$ cat src/core/etc_defines.svh
// constants for the external frame trigger control block
`ifndef ETC_DEFINES_SVH
`define ETC_DEFINES_SVH
// register byte addresses
`define ETC_ADDR_CTRL    8'h00
`define ETC_ADDR_STATUS  8'h04
`define ETC_ADDR_RESERVE 8'h08
`define ETC_ADDR_COUNT   8'h0C
// control field positions
`define ETC_CTRL_EN      0
`define ETC_CTRL_AREA    1
`define ETC_CTRL_MODE_LO 4
`define ETC_CTRL_MODE_HI 6
`define ETC_CTRL_SRC_LO  8
`define ETC_CTRL_SRC_HI  11
`define ETC_CTRL_STD_LO  12
`define ETC_CTRL_STD_HI  13
// reset values
`define ETC_CTRL_RST     14'h0000
`define ETC_GPIN_RSV_RST 8'h03
`define ETC_GPOUT_RSV_RST 8'h03
// reserve register fields
`define ETC_RSV_GPIN_LO  0
`define ETC_RSV_GPIN_HI  7
`define ETC_RSV_GPOUT_LO 8
`define ETC_RSV_GPOUT_HI 15
// ahb transfer type
`define ETC_HTRANS_NONSEQ 2'h2
`endif

$ cat src/core/etc_pkg.sv
// types for the external frame trigger control block
package etc_pkg;
  typedef enum logic [2:0] {
    ETC_LEVEL_LOW    = 3'b000,
    ETC_LEVEL_HIGH   = 3'b001,
    ETC_EDGE_RISE    = 3'b010,
    ETC_EDGE_FALL    = 3'b011,
    ETC_DUAL_RISE    = 3'b100,
    ETC_DUAL_FALL    = 3'b101
  } etc_mode_t;

  typedef struct packed {
    logic [1:0]  sigStandard;
    logic [3:0]  inputSelect;
    logic        reserved0;
    etc_mode_t   detectMode;
    logic [1:0]  reserved1;
    logic        areaScan;
    logic        enable;
  } etc_ctrl_t;
endpackage : etc_pkg

$ cat src/core/etc_trigger.sv
// external frame trigger front end with ahb-lite register slave
//
// Behaviour
// enable gates captures; disabled ignores triggers
// enable honoured only for area scan
// level mode, active low or high
// level mode captures continuously while active
// edge mode, rising or falling edge
// one frame per active edge
// linescan adds dual-input rising/falling modes; dual modes here never start a frame, as armed needs area scan
// source select picks trigger input
// software reserves gpio before selecting it
// general inputs 1,2 reserved after reset
// general outputs 1,2 reserved after reset
// two-stage synchroniser before detection
`timescale 1ns/100ps
`include "etc_defines.svh"

module etc_trigger #(
  parameter int NUM_IN = 8
) (
  input  wire logic              clk,
  input  wire logic              rstn,
  input  wire logic [NUM_IN-1:0] trigIn,
  input  wire logic              frameDone,
  input  wire logic              hsel,
  input  wire logic [7:0]        haddr,
  input  wire logic [1:0]        htrans,
  input  wire logic              hwrite,
  input  wire logic [2:0]        hsize,
  input  wire logic [31:0]       hwdata,
  input  wire logic              hready,
  output logic [31:0]            hrdata,
  output logic                   hreadyout,
  output logic                   hresp,
  output logic                   frameStart,
  output logic                   captureActive,
  output logic [1:0]             sigStandard
);

  // a three-bit select needs at least a line and its dual-input pair
  if (NUM_IN < 2 || NUM_IN > 8) begin : g_numInChk
    $error("NUM_IN must be 2..8");
  end

  etc_pkg::etc_ctrl_t ctrl_r;
  logic [7:0]         gpinRsv_r;
  logic [7:0]         gpoutRsv_r;
  logic [15:0]        frameCnt_r;
  logic               wrPend_r;
  logic               rdPend_r;
  logic [7:0]         addr_r;
  logic [NUM_IN-1:0]  sync1_r;
  logic [NUM_IN-1:0]  sync2_r;
  logic               selPrev_r;
  logic               dualPrev_r;
  logic               selLvl;
  logic               dualLvl;
  logic               srcOk;
  logic               armed;
  logic               isArea;
  logic               risePulse;
  logic               fallPulse;
  logic               dualRise;
  logic               dualFall;
  logic               trigEvent;
  logic               levelActive;
  logic               busy_r;
  logic               addrPhase;

  // ahb slave: zero wait states, always OKAY
  assign hreadyout = 1'b1;
  assign hresp     = 1'b0;
  assign addrPhase = hsel && hready && (htrans == `ETC_HTRANS_NONSEQ);

  always_ff @(posedge clk) begin
    if (!rstn) begin
      wrPend_r <= 1'b0;
      rdPend_r <= 1'b0;
      addr_r   <= 8'h00;
    end else begin
      wrPend_r <= addrPhase && hwrite;
      rdPend_r <= addrPhase && !hwrite;
      if (addrPhase) begin
        addr_r <= haddr;
      end
    end
  end

  // default reservations
  always_ff @(posedge clk) begin
    if (!rstn) begin
      ctrl_r     <= `ETC_CTRL_RST;
      gpinRsv_r  <= `ETC_GPIN_RSV_RST;
      gpoutRsv_r <= `ETC_GPOUT_RSV_RST;
    end else if (wrPend_r) begin
      case (addr_r)
        `ETC_ADDR_CTRL: begin
          ctrl_r <= etc_pkg::etc_ctrl_t'(hwdata[`ETC_CTRL_STD_HI:0]);
        end
        `ETC_ADDR_RESERVE: begin
          gpinRsv_r  <= hwdata[`ETC_RSV_GPIN_HI:`ETC_RSV_GPIN_LO];
          gpoutRsv_r <= hwdata[`ETC_RSV_GPOUT_HI:`ETC_RSV_GPOUT_LO];
        end
        default: begin
        end
      endcase
    end
  end

  always_ff @(posedge clk) begin
    if (!rstn) begin
      hrdata <= 32'h0000_0000;
    end else if (addrPhase && !hwrite) begin
      case (haddr)
        `ETC_ADDR_CTRL:    hrdata <= {18'h0_0000, ctrl_r};
        `ETC_ADDR_STATUS:  hrdata <= {28'h000_0000, srcOk, busy_r, captureActive, sync2_r[0]};
        `ETC_ADDR_RESERVE: hrdata <= {16'h0000, gpoutRsv_r, gpinRsv_r};
        `ETC_ADDR_COUNT:   hrdata <= {16'h0000, frameCnt_r};
        default:           hrdata <= 32'h0000_0000;
      endcase
    end
  end

  assign sigStandard = ctrl_r.sigStandard;

  // two-stage synchroniser
  always_ff @(posedge clk) begin
    if (!rstn) begin
      sync1_r <= '0;
      sync2_r <= '0;
    end else begin
      sync1_r <= trigIn;
      sync2_r <= sync1_r;
    end
  end

  // source select; R9 only a reserved input is used
  assign selLvl  = sync2_r[ctrl_r.inputSelect[2:0]];
  assign dualLvl = sync2_r[ctrl_r.inputSelect[2:0] ^ 3'h1];
  assign srcOk   = (ctrl_r.inputSelect < 4'(NUM_IN)) && gpinRsv_r[ctrl_r.inputSelect[2:0]];

  always_ff @(posedge clk) begin
    if (!rstn) begin
      selPrev_r  <= 1'b0;
      dualPrev_r <= 1'b0;
    end else begin
      selPrev_r  <= selLvl;
      dualPrev_r <= dualLvl;
    end
  end

  assign risePulse = selLvl && !selPrev_r;
  assign fallPulse = !selLvl && selPrev_r;
  assign dualRise  = dualLvl && !dualPrev_r;
  assign dualFall  = !dualLvl && dualPrev_r;
  assign isArea    = ctrl_r.areaScan;
  // enable counts only for area scan
  assign armed     = ctrl_r.enable && isArea && srcOk;

  // mode decode
  always_comb begin
    trigEvent   = 1'b0;
    levelActive = 1'b0;
    case (ctrl_r.detectMode)
      etc_pkg::ETC_LEVEL_LOW:  levelActive = !selLvl;
      etc_pkg::ETC_LEVEL_HIGH: levelActive = selLvl;
      etc_pkg::ETC_EDGE_RISE:  trigEvent   = risePulse;
      etc_pkg::ETC_EDGE_FALL:  trigEvent   = fallPulse;
      etc_pkg::ETC_DUAL_RISE:  trigEvent   = !isArea && (risePulse || dualRise);
      etc_pkg::ETC_DUAL_FALL:  trigEvent   = !isArea && (fallPulse || dualFall);
      default: begin
      end
    endcase
  end

  // level mode restarts a frame whenever the last one is done
  always_ff @(posedge clk) begin
    if (!rstn) begin
      frameStart <= 1'b0;
      busy_r     <= 1'b0;
      frameCnt_r <= 16'h0000;
    end else begin
      frameStart <= 1'b0;
      if (armed && (trigEvent || (levelActive && (!busy_r || frameDone)))) begin
        frameStart <= 1'b1;
        busy_r     <= 1'b1;
        frameCnt_r <= frameCnt_r + 16'h0001;
      end else if (frameDone) begin
        busy_r <= 1'b0;
      end
    end
  end

  assign captureActive = busy_r;

  // a rising edge in rising mode starts a frame next cycle
  edge_one_a: assert property (@(posedge clk) disable iff (!rstn)
    armed && ctrl_r.detectMode == etc_pkg::ETC_EDGE_RISE && risePulse |=> frameStart)
    else $error("rising edge gave no frame start");
  // disabled blocks starts
  off_quiet_a: assert property (@(posedge clk) disable iff (!rstn)
    !ctrl_r.enable && $stable(ctrl_r) |=> !frameStart)
    else $error("frame started while disabled");
  // linescan ignores enable
  line_quiet_a: assert property (@(posedge clk) disable iff (!rstn)
    !isArea && $stable(ctrl_r) |=> !frameStart)
    else $error("frame started on linescan");
  // level mode keeps capturing
  level_run_a: assert property (@(posedge clk) disable iff (!rstn)
    armed && levelActive && !busy_r |=> frameStart)
    else $error("level mode did not start frame");
  // two-cycle latency of synchroniser
  sync_two_a: assert property (@(posedge clk) disable iff (!rstn)
    ##2 sync2_r == $past(trigIn, 2))
    else $error("synchroniser latency wrong");
  // default reservations
  rsv_init_a: assert property (@(posedge clk)
    !rstn |=> gpinRsv_r == `ETC_GPIN_RSV_RST && gpoutRsv_r == `ETC_GPOUT_RSV_RST)
    else $error("reset reservation wrong");
endmodule : etc_trigger

$ cat config.mk
export PLATFORM = sky130hd
export DESIGN_NAME = etc_trigger
export DESIGN_NICKNAME = d
export VERILOG_FILES = /design/src/core/etc_pkg.sv /design/src/core/etc_trigger.sv
export VERILOG_INCLUDE_DIRS = /design/src /design/src/core
export SDC_FILE = /design/constraint.sdc
export NUM_CORES = 1
export LEC_CHECK = 0
export ABC_AREA = 1
export BUFFER_PORTS_ARGS = -buffer_cell sky130_fd_sc_hd__buf_2
export CAP_MARGIN = 5
export CORE_MARGIN = 2
export CORE_UTILIZATION = 45
export CTS_CLUSTER_DIAMETER = 120
export CTS_CLUSTER_SIZE = 16
export DETAILED_ROUTE_END_ITERATION = 8
export PLACE_DENSITY = 0.68
export SLEW_MARGIN = 10
export SYNTH_ARGS = -nofsm -noshare
export SYNTH_HDL_FRONTEND = slang
export SYNTH_SLANG_ARGS = --single-unit
$ cat constraint.sdc
create_clock -name clk -period 1.64 [get_ports clk]
set_input_delay 0 -clock clk [delete_from_list [all_inputs] [get_ports clk]]
set_output_delay 0 -clock clk [all_outputs]
set_load 0.01 [all_outputs]
# After elaboration in Yosys (flattened, before gate mapping)
# Index checks and enable logic that the tools add are counted.
dict set report word_totals {
  input_bits 59
  register_bits 107
}
dict set report op_classes {
  muxes 12
  reduce_logical 32
  addsub 1
  magnitude_cmp 3
  n_bitwise 1
  n_eq_ne 10
}
# operator n
set op_table {}
lappend op_table {{$pmux 16 s4} 1}
lappend op_table {{$eq 8x4->1 const B} 3}
lappend op_table {{$add 16x1->16 const B} 1}
lappend op_table {{$logic_not 8->1} 2}
lappend op_table {{$logic_and 1x1->1} 15}
lappend op_table {{$bmux 1 s3} 3}
lappend op_table {{$eq 8x3->1 const B} 1}
lappend op_table {{$lt 3x4->1 const B} 2}
lappend op_table {{$logic_not 1->1} 7}
lappend op_table {{$eq 3x2->1 const B} 2}
lappend op_table {{$eq 3x3->1 const B} 2}
lappend op_table {{$mux 1} 6}
lappend op_table {{$logic_or 1x1->1} 4}
lappend op_table {{$lt 4x4->1 const B} 1}
lappend op_table {{$pmux 1 s4} 1}
lappend op_table {{$reduce_and 2->1} 2}
lappend op_table {{$eq 3x1->1 const B} 1}
lappend op_table {{$logic_not 3->1} 1}
lappend op_table {{$eq 2x2->1 const B} 1}
lappend op_table {{$pmux 1 s2} 1}
lappend op_table {{$reduce_bool 2->1} 1}
lappend op_table {{$not 1->1} 1}

# Logic depth before layout (Yosys ltp)
dict set report depth {
  ltp_word 11
  mapped_depth 14
  depth_no_buf 12
}

# Least setup slack after synthesis
# OpenSTA, ideal clock, no wires.
dict set report synth_timing {
  kind {register -> register}
  from {register ctrl_r[8] (netlist bit)}
  to {register frameCnt_r[9]}
  path_stages_with_launch 14
  t_required_ns 1.499
  n_path_buf 2
  path_slack_ns 0.158
  arrival_time_ns 1.341
  setup_ns 0.141
  path_cell_list {dfxtp_1 -> buf_6 -> nand2_1 -> nand3_2 -> nand3_2 -> nand2_2 -> nand2_1 -> nand2_1 -> nand2_2 -> nand2_4 -> nand2_8 -> buf_6 -> nand2_1 -> a21oi_2}
}
dict set report synth_between {
  elab_chain_cells 10
  elab_cells_between_ends 25
  classes_between {1 x order compare; 8 x mux; 1 x bitwise; 15 x reduce/logical}
}
# item line
set synth_rtl {}
lappend synth_rtl {{from (decl)} etc_trigger.sv:46} ;# etc_pkg::etc_ctrl_t ctrl_r;
lappend synth_rtl {{from (signal assigned)} etc_trigger.sv:93} ;# ctrl_r <= `ETC_CTRL_RST;
lappend synth_rtl {{from (signal assigned)} etc_trigger.sv:99} ;# ctrl_r <= etc_pkg::etc_ctrl_t'(hwdata[`ETC_CTRL_STD_HI:0]);
lappend synth_rtl {{$not 1->1 (no source line)} --}
lappend synth_rtl {{$bmux 1 s3} etc_trigger.sv:140} ;# assign dualLvl = sync2_r[ctrl_r.inputSelect[2:0] ^ 3'h1];
lappend synth_rtl {{$mux 1 (implied by the code)} etc_trigger.sv:140}
lappend synth_rtl {{$logic_not 1->1} etc_trigger.sv:156} ;# assign dualFall = !dualLvl && dualPrev_r;
lappend synth_rtl {{$logic_and 1x1->1} etc_trigger.sv:156}
lappend synth_rtl {{$logic_or 1x1->1} etc_trigger.sv:171} ;# etc_pkg::ETC_DUAL_FALL: trigEvent = !isArea && (fallPulse || dualFall);
lappend synth_rtl {{$logic_and 1x1->1} etc_trigger.sv:171}
lappend synth_rtl {{$pmux 1 s4} etc_trigger.sv:165} ;# case (ctrl_r.detectMode)
lappend synth_rtl {{$logic_or 1x1->1} etc_trigger.sv:185} ;# if (armed && (trigEvent || (levelActive && (!busy_r || frameDone)))) begin
lappend synth_rtl {{$logic_and 1x1->1 (*)} etc_trigger.sv:185}
lappend synth_rtl {{to (signal assigned)} etc_trigger.sv:188} ;# frameCnt_r <= frameCnt_r + 16'h0001;
lappend synth_rtl {{to (decl)} etc_trigger.sv:49} ;# logic [15:0] frameCnt_r;
# Mark *: on every way between the ends. The rest lies on a longest branch, timed or not. The select of a mux whose other input is x is not followed.
# A chain may end at the register's enable or synchronous reset.

# Worst setup path in the final report
dict set report layout_timing {
  from {register ctrl_r[8] (netlist bit)}
  to {register frameCnt_r[15]}
}
# The elaborated chain is that of the path after synthesis.

==> run summary <==
TritonRoute pass-1 iters - 5
Clock H-tree levels - 3
Mapped Area - 4360 sq um
first-pass GRT wire length - 17300 microns
design area - 5710 sq um
Routed WL per cell - 13.8 microns
Inserted Diodes - 0
FF-to-FF setup slack - 0.05 ns
Die ar. - 10500 sq um
worst hold path startpoint - hsel
Peak VDD IR - 597 uV
FFs w/ async S/R, synth - 0
fin crit share - 0.972
largest area contributor in the netlist - dfxtp_1
Synth area leaders - dfxtp_1 (41%), nand2_1 (10%), inv_1 (6.2%)
Ys Warns - 0
via count - 4094
Main synth FF type - dfxtp_1
Synth cell types - 41
CP Max Fanout - 10
DRC viols - 0
post-route ant nets - 0
CTS tree - yes
Hold Path Class - in2reg
Synth Area per Inst - 7.65 sq um
Clock Skews - 0.0118 ns
cell area after placement - 4810 sq um
Die X - 102 microns
clk slew on worst S/H paths - 0.10 ns
top cell type's share of synthesized area - 0.413
initial antenna violation count - 0
maxcap violations - 0
outcome - complete, no violations
vias in the first global route - 3738
largest net degree at the start of global routing - 31
CP startpoint - ctrl_r[8]
row cnt - 35
Design Power - 4.22 mW
dpl hpwl - 7280 microns
initial DRC count - 224
worst path required time - 1.94 ns
I/O pin count - 97
Initial Util - 0.467
min Tclk post-route - 1.59 ns
critical path class - reg2reg
Chip Height - 102 microns
RSZ-0062 raised after global routing - yes
Leakage - 2.46 nW
CTS sink count - 90
GP Congestion - 0.894
CP startpoint kind - flip-flop
Slew Limit Fails - 0
Area growth syn-to-layout - 31.1%
register area share after synthesis - 0.413
GR Overflow Total - 0
GRT Total Usage - 0.212
Clk Latency, worst-skew pair - 0.36 ns
reg2reg start - ctrl_r[8]
f_max - 627 MHz
core area - 9330 sq um
clock root buffer master - clkbuf_8
final hold violations - 0
Routed WL - 11300 microns
share of cells above drive strength 1 - 0.263
CTS Buf Count - 9
register bit count reported by yosys - 90
IO buf count - 59
worst path arrival time - 1.89 ns
fin nets - 743
Max Root-Sink Buffers - 2
vias per inst - 5.01
Final setup viols - 0
Syn Inst Count - 570
Crit. End Element - flip-flop
Pwr Density - 739 nW/um^2
number of synthesized flops with an enable pin - 0
==> cells in the final DEF, fill, tap and decap left out, drive strengths merged <==
master and instances:
a211oi 14, a21oi 50, and3 1, and3b 1
buf 87, bufinv 1, clkbuf 12, clkinv 2
conb 18, dfxtp 90, dlygate4sd3 43, ha 1
inv 76, nand2 130, nand3 40, nand3b 2
nand4 4, nor2 47, nor3 6, nor4 3
o211ai 12, o21ai 30, o221ai 2, o22ai 1
or2 1, xnor2 1, xor2 13
==> stage by stage <==
stage / setup slack [ns] / util / hold WS [ns] / cells / TNS (ns)
finish: 0.0455 / 0.612 / 0.141 / 817 / 0
global route: -0.0555 / 0.612 / 0.139 / 817 / -0.473
CTS: 0.0206 / 0.585 / 0.124 / 811 / 0
detailed placement: 0.0466 / 0.516 / 0.185 / 752 / 0
global placement: 0.111 / 0.516 / 0.179 / 752 / 0
floorplan: 0.158 / - / 0.0976 / 586 / 0
==> flip-flops by register name (all words and copies together) (netlist names) <==
name           count
wrPend_r           1
sync2_r            8
ctrl_r            11
sync1_r            8
sigStandard        2
gpinRsv_r          8
captureActive      1
selPrev_r          1
gpoutRsv_r         8
hrdata            16
addr_r             8
isArea             1
frameStart         1
frameCnt_r        16
==> Yosys cell counts (11+ instances only) <==
master,instances
clkbuf_1,14
nand2_1,120
o21ai_0,27
dfxtp_1,90
inv_1,72
nor2_1,45
a21oi_1,39
a211oi_1,14
nand3_1,22
a21oi_2,11
buf_4,23
nand3_2,17
xor2_1,13
==> power by group <==
part	internal (mW)	switching, mW
combinational	0.184	0.202
sequential	2.21	0.0141
clock	0.769	0.839
==> metal layers <==
| metal | vias up | track usage | wire length (microns) |
|---|---|---|---|
| li1 | 2023 | - | - |
| met1 | 1881 | 0.272 | 4680 |
| met2 | 171 | 0.362 | 5540 |
| met3 | 19 | 0.0397 | 815 |
| met4 | 0 | 0.0656 | 216 |
| met5 | - | 0 | 0 |
==> cell families (layout without fill, tap and decap cells) <==
group | Yosys count | count (layout) | share of synthesized area
simple gates | 233 | 235 | 0.263
flops | 90 | 90 | 0.413
compound gates | 109 | 109 | 0.154
xor+xnor | 14 | 14 | 0.0281
buf+inv | 121 | 221 | 0.137
fa+ha+maj | 1 | 1 | 0.00287
other cells | 2 | 18 | 0.00172
==> path summary, 6_finish.rpt <==
kind | cells after the start | to
max | 9 | frameCnt_r[15]
min | 4 | addr_r[3]
max reg2reg | 9 | frameCnt_r[15]
min reg2reg | 2 | sync2_r[1]
==> worst max-delay path: stages, from the launching register on <==
cell and delay (ns):
dfxtp_2 0.35, buf_6 0.14, a21oi_2 0.13, o21ai_1 0.08, nand3_2 0.10, nand3_4 0.12
nor2_8 0.22, clkbuf_16 0.20, nand3_2 0.08, a21oi_2 0.13
==> what timing repair did <==
action	CTS	global route
hold buffers	43	0
setup endpoints to repair	0	57
resized for setup	0	44
buffers inserted	0	2
endpoints found under the hold margin	55	0
==> layout make-up <==
type	instances	area, sq um
Fill cell	797	3620
Clock inverter	6	72.6
Clock buffer	10	138
Tap cell	129	161
Sequential cell	90	1810
Timing Repair Buffer	132	1070
Inverter	73	282
Multi-Input combinational cell	377	2180
No activity file was read; power rests on OpenSTA's default activity.
